**src/logic/asram_defs.svh**
```systemverilog
// Constants for the asynchronous 4K x 4 SRAM host controller.
// Assumes a single core clock of 125 MHz; all times are in ns.
`ifndef ASRAM_DEFS_SVH
`define ASRAM_DEFS_SVH

`define ASRAM_ADDR_W        12
`define ASRAM_DATA_W        4
`define ASRAM_ADDR_RST      12'h000
`define ASRAM_DATA_RST      4'h0
`define ASRAM_CNT_RST       4'h0

`define ASRAM_CLK_PERIOD_NS 8
`define ASRAM_READ_CYCLE_TIME_NS  35
`define ASRAM_T_WP_NS       30
`define ASRAM_T_WC_NS       35
`define ASRAM_T_HZ_NS       20
`define ASRAM_SYNC_CYC      2

// Least times round up to whole clock periods
`define ASRAM_CEIL(ns) (((ns) + `ASRAM_CLK_PERIOD_NS - 1) / `ASRAM_CLK_PERIOD_NS)
`define ASRAM_RC_CYC  `ASRAM_CEIL(`ASRAM_READ_CYCLE_TIME_NS)
`define ASRAM_WP_CYC  `ASRAM_CEIL(`ASRAM_T_WP_NS)
`define ASRAM_WR_CYC  (`ASRAM_CEIL(`ASRAM_T_WC_NS) - `ASRAM_WP_CYC)
`define ASRAM_HZ_CYC  `ASRAM_CEIL(`ASRAM_T_HZ_NS)

`endif

```
**src/logic/asram_pkg.sv**
```systemverilog
// Types shared by the SRAM host controller and its pin synchroniser.
// Widths come from asram_defs.svh.
`include "asram_defs.svh"
package asram_pkg;

    typedef struct packed {
        logic                     valid;
        logic                     write;
        logic [`ASRAM_ADDR_W-1:0] addr;
        logic [`ASRAM_DATA_W-1:0] wdata;
    } asram_req_t;

    typedef struct packed {
        logic                     valid;
        logic [`ASRAM_DATA_W-1:0] rdata;
    } asram_rsp_t;

    typedef struct packed {
        logic [`ASRAM_ADDR_W-1:0] addr;
        logic                     cs_n;
        logic                     we_n;
        logic [`ASRAM_DATA_W-1:0] dq_o;
        logic                     dq_oe;
    } asram_pin_t;

    typedef enum logic [2:0] {
        ASRAM_IDLE,
        ASRAM_READ,
        ASRAM_WRITE,
        ASRAM_RECOV,
        ASRAM_TURN
    } asram_state_t;

    typedef struct packed {
        asram_state_t state;
        logic [3:0]   cnt;
        asram_pin_t   pin;
        asram_rsp_t   rsp;
    } asram_regs_t;

    typedef struct packed {
        logic [`ASRAM_DATA_W-1:0] s1;
        logic [`ASRAM_DATA_W-1:0] s2;
    } asram_sync_t;

endpackage : asram_pkg

```
**src/logic/asram_ctrl.sv**
```systemverilog
// Host controller for an asynchronous 4096 x 4 static RAM with shared data pins.
// Assumes a 125 MHz core_clk and an SRAM whose pins connect straight to ours.
//
// How it works
// - Reads keep write enable high throughout
// - Address valid no later than select falling
// - Write happens while both strobes are low
// - Write ends at first strobe rising
// - Never lower write enable under select
// - Stop driving before device drives again
`timescale 1ns/1ns
`include "asram_defs.svh"
module asram_ctrl (
    // Clock, reset and enable
    input  wire logic                     core_clk,
    input  wire logic                     rst_n,
    input  wire logic                     ce,
    // Request and response
    input  wire asram_pkg::asram_req_t    req,
    output logic                          req_ready,
    output asram_pkg::asram_rsp_t         rsp,
    // SRAM pins
    output logic [`ASRAM_ADDR_W-1:0]      sram_addr,
    output logic                          sram_cs_n,
    output logic                          sram_we_n,
    output logic [`ASRAM_DATA_W-1:0]      sram_dq_wr,
    output logic                          sram_dq_oe,
    input  wire logic [`ASRAM_DATA_W-1:0] sram_dq_pin
);
    asram_pkg::asram_regs_t   r_q;
    asram_pkg::asram_regs_t   r_d;
    logic [`ASRAM_DATA_W-1:0] dq_sync;

    asram_sync u_sync (
        .core_clk (core_clk),
        .rst_n    (rst_n),
        .ce       (ce),
        .pin_raw  (sram_dq_pin),
        .pin_sync (dq_sync)
    );

    // Requests are only taken between cycles, so the pins never change mid-access
    assign req_ready = ce && (r_q.state == asram_pkg::ASRAM_IDLE);

    // Every timed state ends on the same counter decode
    function automatic logic cnt_done(input logic [3:0] cnt_val);
        return cnt_val == `ASRAM_CNT_RST;
    endfunction : cnt_done

    always_comb begin
        r_d = r_q;
        if (ce) begin
            // Answer is a one-cycle pulse; it is frozen with the rest while ce is low
            r_d.rsp.valid = 1'h0;
            case (r_q.state)
                asram_pkg::ASRAM_IDLE: begin
                    if (req.valid) begin
                        // Address and select change on the same edge
                        r_d.pin.addr = req.addr;
                        r_d.pin.cs_n = 1'h0;
                        if (req.write) begin
                            // Both strobes fall together so the device never drives
                            r_d.pin.we_n  = 1'h0;
                            r_d.pin.dq_o  = req.wdata;
                            r_d.pin.dq_oe = 1'h1;
                            r_d.cnt       = 4'(`ASRAM_WP_CYC - 1);
                            r_d.state     = asram_pkg::ASRAM_WRITE;
                        end else begin
                            // Two extra cycles cover the pin synchroniser
                            r_d.pin.we_n  = 1'h1;
                            r_d.pin.dq_oe = 1'h0;
                            r_d.cnt       = 4'(`ASRAM_RC_CYC + `ASRAM_SYNC_CYC - 1);
                            r_d.state     = asram_pkg::ASRAM_READ;
                        end
                    end
                end
                asram_pkg::ASRAM_READ: begin
                    if (cnt_done(r_q.cnt)) begin
                        r_d.rsp.valid = 1'h1;
                        r_d.rsp.rdata = dq_sync;
                        r_d.pin.cs_n  = 1'h1;
                        r_d.cnt       = 4'(`ASRAM_HZ_CYC - 1);
                        r_d.state     = asram_pkg::ASRAM_TURN;
                    end else begin
                        r_d.cnt = r_q.cnt - 4'h1;
                    end
                end
                asram_pkg::ASRAM_WRITE: begin
                    if (cnt_done(r_q.cnt)) begin
                        // Both strobes rise together, so the device stays off
                        r_d.pin.cs_n = 1'h1;
                        r_d.pin.we_n = 1'h1;
                        r_d.cnt      = 4'(`ASRAM_WR_CYC - 1);
                        r_d.state    = asram_pkg::ASRAM_RECOV;
                    end else begin
                        r_d.cnt = r_q.cnt - 4'h1;
                    end
                end
                asram_pkg::ASRAM_RECOV: begin
                    // Data and address held one cycle past the strobes
                    if (cnt_done(r_q.cnt)) begin
                        r_d.pin.dq_oe = 1'h0;
                        r_d.state     = asram_pkg::ASRAM_IDLE;
                    end else begin
                        r_d.cnt = r_q.cnt - 4'h1;
                    end
                end
                asram_pkg::ASRAM_TURN: begin
                    // Device may still drive for its release time after a read
                    if (cnt_done(r_q.cnt)) begin
                        r_d.state = asram_pkg::ASRAM_IDLE;
                    end else begin
                        r_d.cnt = r_q.cnt - 4'h1;
                    end
                end
                default: begin
                    r_d.state     = asram_pkg::ASRAM_IDLE;
                    r_d.pin.cs_n  = 1'h1;
                    r_d.pin.we_n  = 1'h1;
                    r_d.pin.dq_oe = 1'h0;
                end
            endcase
        end
    end

    always_ff @(posedge core_clk or negedge rst_n) begin
        if (!rst_n) begin
            r_q.state     <= asram_pkg::ASRAM_IDLE;
            r_q.cnt       <= `ASRAM_CNT_RST;
            r_q.pin.addr  <= `ASRAM_ADDR_RST;
            r_q.pin.cs_n  <= 1'h1;
            r_q.pin.we_n  <= 1'h1;
            r_q.pin.dq_o  <= `ASRAM_DATA_RST;
            r_q.pin.dq_oe <= 1'h0;
            r_q.rsp.valid <= 1'h0;
            r_q.rsp.rdata <= `ASRAM_DATA_RST;
        end else begin
            r_q <= r_d;
        end
    end

    assign rsp        = r_q.rsp;
    assign sram_addr  = r_q.pin.addr;
    assign sram_cs_n  = r_q.pin.cs_n;
    assign sram_we_n  = r_q.pin.we_n;
    assign sram_dq_wr = r_q.pin.dq_o;
    assign sram_dq_oe = r_q.pin.dq_oe;

    // Checks below assume ce stays high through an access
    a_read_we_held: assert property (
        @(posedge core_clk) disable iff (!rst_n || !ce)
        ($fell(sram_cs_n) && sram_we_n) |-> (sram_we_n && !sram_cs_n) [*7]
    ) else $error("write enable dropped or select lost during a read");

    a_read_answer: assert property (
        @(posedge core_clk) disable iff (!rst_n || !ce)
        ($fell(sram_cs_n) && sram_we_n) |-> ##7 (rsp.valid && sram_cs_n)
    ) else $error("read answer not seven cycles after select fell");

    a_addr_stable: assert property (
        @(posedge core_clk) disable iff (!rst_n || !ce)
        (!sram_cs_n && $past(!sram_cs_n)) |-> $stable(sram_addr)
    ) else $error("address changed while select low");

    a_write_pulse: assert property (
        @(posedge core_clk) disable iff (!rst_n || !ce)
        $fell(sram_we_n) |-> (!sram_cs_n && !sram_we_n && sram_dq_oe) [*4]
            ##1 (sram_cs_n && sram_we_n && sram_dq_oe)
    ) else $error("write pulse length or data drive wrong");

    a_write_end_both: assert property (
        @(posedge core_clk) disable iff (!rst_n || !ce)
        $rose(sram_we_n) |-> $rose(sram_cs_n)
    ) else $error("write ended with select still low");

    a_we_under_cs: assert property (
        @(posedge core_clk) disable iff (!rst_n || !ce)
        $fell(sram_we_n) |-> $fell(sram_cs_n)
    ) else $error("write enable fell while select already low");

    a_no_drive_read: assert property (
        @(posedge core_clk) disable iff (!rst_n || !ce)
        (!sram_cs_n && sram_we_n) |-> !sram_dq_oe
    ) else $error("host drives data while the device may drive");

    a_turnaround: assert property (
        @(posedge core_clk) disable iff (!rst_n || !ce)
        ($rose(sram_cs_n) && !sram_dq_oe) |-> !sram_dq_oe [*3]
    ) else $error("host drove data too soon after a read");

    a_addr_after_wr: assert property (
        @(posedge core_clk) disable iff (!rst_n || !ce)
        $rose(sram_we_n) |-> $stable(sram_addr) ##1 $stable(sram_addr)
    ) else $error("address moved at the end of a write");

    a_ready_idle: assert property (
        @(posedge core_clk) disable iff (!rst_n || !ce)
        (req_ready && req.valid && req.write) |=> !req_ready [*5]
    ) else $error("new request accepted inside a write cycle");

    a_rsp_one_cycle: assert property (
        @(posedge core_clk) disable iff (!rst_n || !ce)
        rsp.valid |=> !rsp.valid
    ) else $error("read answer stood longer than one cycle");

    a_we_needs_cs: assert property (
        @(posedge core_clk) disable iff (!rst_n || !ce)
        sram_cs_n |-> sram_we_n
    ) else $error("write enable low while deselected");

    a_drive_in_write: assert property (
        @(posedge core_clk) disable iff (!rst_n || !ce)
        (sram_dq_oe && !sram_cs_n) |-> !sram_we_n
    ) else $error("host drives data while selected outside a write");

    a_wdata_held: assert property (
        @(posedge core_clk) disable iff (!rst_n || !ce)
        (!sram_we_n && !$past(sram_we_n)) |-> $stable(sram_dq_wr)
    ) else $error("write data moved inside the write pulse");
endmodule : asram_ctrl

```
**src/logic/asram_sync.sv**
```systemverilog
// Two-flop synchroniser for the SRAM data pins.
// The pins change with no regard to core_clk; only stage two is read outside.
`timescale 1ns/1ns
`include "asram_defs.svh"
module asram_sync (
    // Clock, reset and enable
    input  wire logic                     core_clk,
    input  wire logic                     rst_n,
    input  wire logic                     ce,
    // Pin side and synchronised side
    input  wire logic [`ASRAM_DATA_W-1:0] pin_raw,
    output logic      [`ASRAM_DATA_W-1:0] pin_sync
);
    asram_pkg::asram_sync_t q_q;
    asram_pkg::asram_sync_t q_d;

    always_comb begin
        q_d = q_q;
        if (ce) begin
            q_d.s1 = pin_raw;
            q_d.s2 = q_q.s1;
        end
    end

    always_ff @(posedge core_clk or negedge rst_n) begin
        if (!rst_n) begin
            q_q.s1 <= `ASRAM_DATA_RST;
            q_q.s2 <= `ASRAM_DATA_RST;
        end else begin
            q_q <= q_d;
        end
    end

    genvar i;
    for (i = 0; i < `ASRAM_DATA_W; i++) begin : g_bit
        assign pin_sync[i] = q_q.s2[i];
    end
endmodule : asram_sync

```
**config.mk**
```make
export PLATFORM = sky130hd
export DESIGN_NAME = asram_ctrl
export DESIGN_NICKNAME = d
export VERILOG_FILES = /design/src/logic/asram_pkg.sv /design/src/logic/asram_ctrl.sv /design/src/logic/asram_sync.sv
export VERILOG_INCLUDE_DIRS = /design/src /design/src/logic
export SDC_FILE = /design/constraint.sdc
export NUM_CORES = 1
export LEC_CHECK = 0
export ABC_AREA = 1
export BUFFER_PORTS_ARGS = -buffer_cell sky130_fd_sc_hd__buf_2
export CORE_ASPECT_RATIO = 1.4
export CORE_MARGIN = 2
export CORE_UTILIZATION = 39
export DETAILED_ROUTE_END_ITERATION = 10
export PLACE_DENSITY_LB_ADDON = 0.25
export SYNTH_ARGS = -nofsm -noshare
export SYNTH_HDL_FRONTEND = slang
export SYNTH_SLANG_ARGS = --single-unit
```
**constraint.sdc**
```tcl
create_clock -name core_clk -period 1.6 [get_ports core_clk]
set_input_delay 0.24 -clock core_clk [delete_from_list [all_inputs] [get_ports core_clk]]
set_output_delay 0.24 -clock core_clk [all_outputs]
set_load 0.1 [all_outputs]
```
### Yosys cells after proc, flatten, opt, wreduce, memory -nomap -nowiden

Index checks and enable logic that the tools add are counted.

| storage, ports and cells | value |
|---|---|
| flip-flop bits (word level) | 39 |
| input port bits | 25 |

| operators by class | value |
|---|---|
| add/subtract/negate cells | 1 |
| equality and inequality tests | 10 |
| muxes and demuxes | 21 |
| bitwise operators | 3 |
| reductions and logical operators | 15 |

Operators by type and width:

| cell | count |
|---|---|
| $mux 26 | 1 |
| $mux 4 | 4 |
| $pmux 4 s4 | 1 |
| $reduce_and 4->1 | 4 |
| $pmux 3 s4 | 1 |
| $mux 5 | 2 |
| $ne 2x2->1 const B | 5 |
| $reduce_and 5->1 | 2 |
| $mux 3 | 3 |
| $eq 3x2->1 const B | 2 |
| $mux 6 | 1 |
| $pmux 1 s3 | 2 |
| $reduce_and 3->1 | 2 |
| $reduce_or 3->1 | 2 |
| $logic_not 4->1 | 1 |
| $mux 1 | 4 |
| $pmux 1 s4 | 1 |
| $reduce_bool 4->1 | 1 |
| $sub 4x1->4 const B | 1 |
| $eq 3x1->1 const B | 1 |
| $eq 3x3->1 const B | 1 |
| $logic_not 3->1 | 1 |
| $not 1->1 | 3 |
| $mux 2 | 1 |
| 3 further kinds | 3 |

### Longest topological paths before layout

| logic depth | value |
|---|---|
| depth in word-level cells | 4 |
| gate-level depth with buffers | 10 |

### Modules after synthesis

Synthesis repeated with hierarchy kept, for this count alone.

| second synthesis, totals | value |
|---|---|
| cells, all modules | 250 |
| area, all modules | 2073.2 µm² |

By module, submodules not included:

| module | instances | cells each | area each (µm²) |
|---|---|---|---|
| asram_ctrl | 1 | 212 | 1737.9 |
| asram_sync | 1 | 38 | 335.3 |

### Worst setup path after synthesis

No wires, ideal clock.

| timing path | value |
|---|---|
| kind | register to register |
| start | reg r_q[24] in the netlist's numbering |
| end | reg r_q[29] in the netlist's numbering |
| data arrival time | 1.294 ns |
| required time | 1.481 ns |
| path slack | 0.187 ns |
| cell stages (with the launch flop) | 9 |
| clock period less this slack | 1.413 ns |
| cell sequence | dfrtp_1 -> inv_1 -> ha_1 -> nand2_2 -> inv_1 -> nor2_1 -> nor2_4 -> nand3_1 -> and2_1 |

| between the ends | value |
|---|---|
| longest elaborated chain between the ends | 3 |
| elaborated cells on any way between the ends | 5 |
| those cells by class | eq/ne (3); reduce/logical (2) |

RTL lines:

| item | line | source |
|---|---|---|
| start: declaration | asram_ctrl.sv:30 | `asram_pkg::asram_regs_t r_q;` |
| start signal: assignment | asram_ctrl.sv:138 | `r_q <= r_d;` |
| $logic_not 4->1 (no source line) (*) | - |  |
| $ne 2x2->1 (no source line) / $ne 2x1->1 (equally long branches) | - |  |
| $reduce_and 5->1 (no source line) (*) | - |  |

Every way passes the cells marked *; elsewhere a longest branch is shown, timed or not.
A chain may end at the register's enable or synchronous reset.

### Worst setup path in the final report

| timing path | value |
|---|---|
| start | reg r_q[29] in the netlist's numbering |
| end | out req_ready |

| between the ends | value |
|---|---|
| longest elaborated chain between the ends | 2 |

RTL lines:

| item | line | source |
|---|---|---|
| $logic_not 3->1 | asram_ctrl.sv:43 | `assign req_ready = ce && (r_q.state == asram_pkg::ASRAM_IDLE);` |
| $logic_and 1x1->1 | asram_ctrl.sv:43 |  |
| end: declaration | asram_ctrl.sv:20 | `output logic req_ready,` |

Every way passes these cells.

==> flow_summary.ini <==
[run_status]
status = complete, no violations

[place]
dp.cells = 344
port_buffers = 49
place_ws_ps = 132
gp_congestion = 0.790
hpwl_mm = 3.07

[setup_path]
worstSetupPathType = reg2out
path_buf_inv = 1
worstPathRequired_ps = 1360
worst-r2r-setup-slack_ps = 90
slowest_delay_ps = 440
crit_family = flip-flops
cp_common_cell = nor2_4
worst-r2r-cell-count = 7
worstSetupStartpointType = flip-flop
crit_slowest_cell = dfrtp_2
cp_cell_sequence = nor2_4, nand2_2, nor2_4, buf_12
r2r_end = r_q[27]
worstPathMaxFanout = 4
arrival_ps = 1300
cp-end-kind = output port
reg2reg_from = r_q[29]

[floorplan]
initial_core_util_pct = 40.3
core_area_sq_mm = 0.00512
rows = 31
die_y_um = 90.0
io_pins = 50
die_area_sq_mm = 0.00589
die_x_um = 65.5

[sta]
setup_tns_ps = 0
slew_headroom_pct = 67.4
fmaxAchievable_mhz = 647
hold_viol = 0
setup_viol = 0
hold_slack_ps = 137
fin_crit_ps = 1540
grt_setup_unrepaired = true
finalMaxSlewViolations = 0
final.period_utilization_pct = 96.6
setup_ws_ps = 55.0
skew_ps = 8.85
worstMarginPinSlew_ps = 492

[logic_synthesis]
synth_fp_nets = 276
yosys-top-cells-area = dfrtp_1 45%, nand2_1 16%, buf_4 7.6%, nand3_1 6.1%, inv_1 3.3%
ys_types = 28
ys_seq_area_share_pct = 47.5
yosysTopAreaCell = dfrtp_1
synth_most_common_cell = nand2_1
synth_top_area_share_pct = 44.9
synth_ff_type = dfrtp_1
synth_commonest_cells = 89 x nand2_1, 37 x dfrtp_1, 25 x nand3_1
ys_seq_elements = 39
syn_inst = 250
synth_edf_count = 0
ys_warn_count = 0
avgSynthCellArea_sq_um = 8.25
syn_area_sq_mm = 0.00206
async_reset_ff_share_pct = 100

[route]
drtIter0Drc = 73
postRouteWirelength_mm = 4.05
drt_pass1_iterations = 4
ant_nets = 0
wl_per_cell_um = 11.4
via_per_inst = 4.63
drc_errors = 0
route.vias.total = 1647

[clock_tree]
cts-buffers-inserted = 5
cts_tree = done
path_clk_slew_ps = 80
ctsLongestPathBuffers = 2
cts_root_buf = clkbuf_8
h-tree-depth = 2
cts.sinks = 39
clock_latency_ps = 290

[layout]
final_cells = 356
nNetsFinal = 315
area_growth_syn_to_layout_pct = 16.6
drive_gt1_share_pct = 32.8
n_fill_cell = 533
antenna_cells = 0

[grt]
grt_usage_pct = 14.9
antenna_found_initial = 0
grt_pass1_vias = 1622
grt_max_degree = 24
overflow = 0
grt_pass1_wl_mm = 6.89

[hold_path]
whs_path_depth = 3
min_from = req[2]
hp-class = in2reg
hold_end = sram_dq_wr[2]

[run]
drv_cap = 0
tightest hold or removal path, stage by stage:
cell and delay, ps:
buf_2 70, nand2_1 40, nand2_1 40
flip-flops by register name, indices dropped and copies added (netlist names):
register and count:
r_q 7, sram_addr 12, u_sync.pin_sync 4, rsp 5, u_sync.q_q 4, sram_dq_wr 4
sram_we_n 1, sram_cs_n 1, sram_dq_oe 1
per-stage QoR:
step                utilization [%]  instance area (sq um)
CTS                            46.8                   2390
global placement               44.2                   2260
finish                         47.0                   2400
detailed placement             44.2                   2260
global route                   47.0                   2400
floorplan                         -                   2060
routing by layer:
metal / vias to the layer above / global-route usage (%) / part of all wire, %
met5: - / 0 / 0
met4: 0 / 5.73 / 1.6
met3: 5 / 3.63 / 4.4
met2: 39 / 27.2 / 52
met1: 769 / 15.9 / 42
li1: 834 / - / -
cell type report:
type	instances	area [sq um]	area share, %
clock buffers	7	86.3	3.59
clock inverters	1	8.76	0.364
inverters	19	73.8	3.07
multi-input cells	165	821	34.1
flip-flops and latches	39	982	40.8
well taps	66	82.6	3.43
repair buffers	59	350	14.6
cell families (layout without fill, tap and decap cells):
family                   Yosys count  after routing  synth area share, %
XOR/XNOR                           1              1                0.425
flip-flops                        39             39                 47.5
adder cells (fa/ha/maj)            1              1                0.607
AO/OA/AOI/OAI                     16             16                 4.98
AND/OR/NAND/NOR                  147            147                 33.4
buffers and inverters             46             86                 13.1
layout by cell type, fill, tap and decap left out, drive strengths merged:
| cell | instances |
|---|---|
| a21oi | 3 |
| and2 | 1 |
| buf | 58 |
| clkbuf | 7 |
| clkinv | 1 |
| dfrtp | 37 |
| dfstp | 2 |
| dlygate4sd3 | 1 |
| ha | 1 |
| inv | 19 |
| nand2 | 98 |
| nand3 | 29 |
| nand3b | 1 |
| nor2 | 17 |
| nor3 | 1 |
| o21ai | 13 |
| xor2 | 1 |
how the worst max path moves through the flow:
stage / startpoint / endpoint / slack, ps / cells after the start
2_1_floorplan: r_q[24] / r_q[29] / 190 / 8
3_3_place_gp: r_q[24] / r_q[29] / 180 / 8
3_5_place_dp: r_q[25] / r_q[28] / 130 / 9
4_1_cts: r_q[29] / req_ready / 8 / 4
5_1_grt: r_q[29] / req_ready / -20 / 4
6_report: r_q[29] / req_ready / 60 / 4
repair_timing:
| action | 4_1_cts | 5_1_grt |
|---|---|---|
| hold buffers | 1 | 0 |
| pin swaps | 1 | 0 |
| resized for setup | 4 | 4 |
| setup endpoints to repair | 1 | 3 |
| endpoints found under the hold margin | 15 | 0 |
| setup buffers | 3 | 0 |
Power is not shown: default switching activity piles up to over one toggle a cycle in this logic, so the estimate is an artifact.
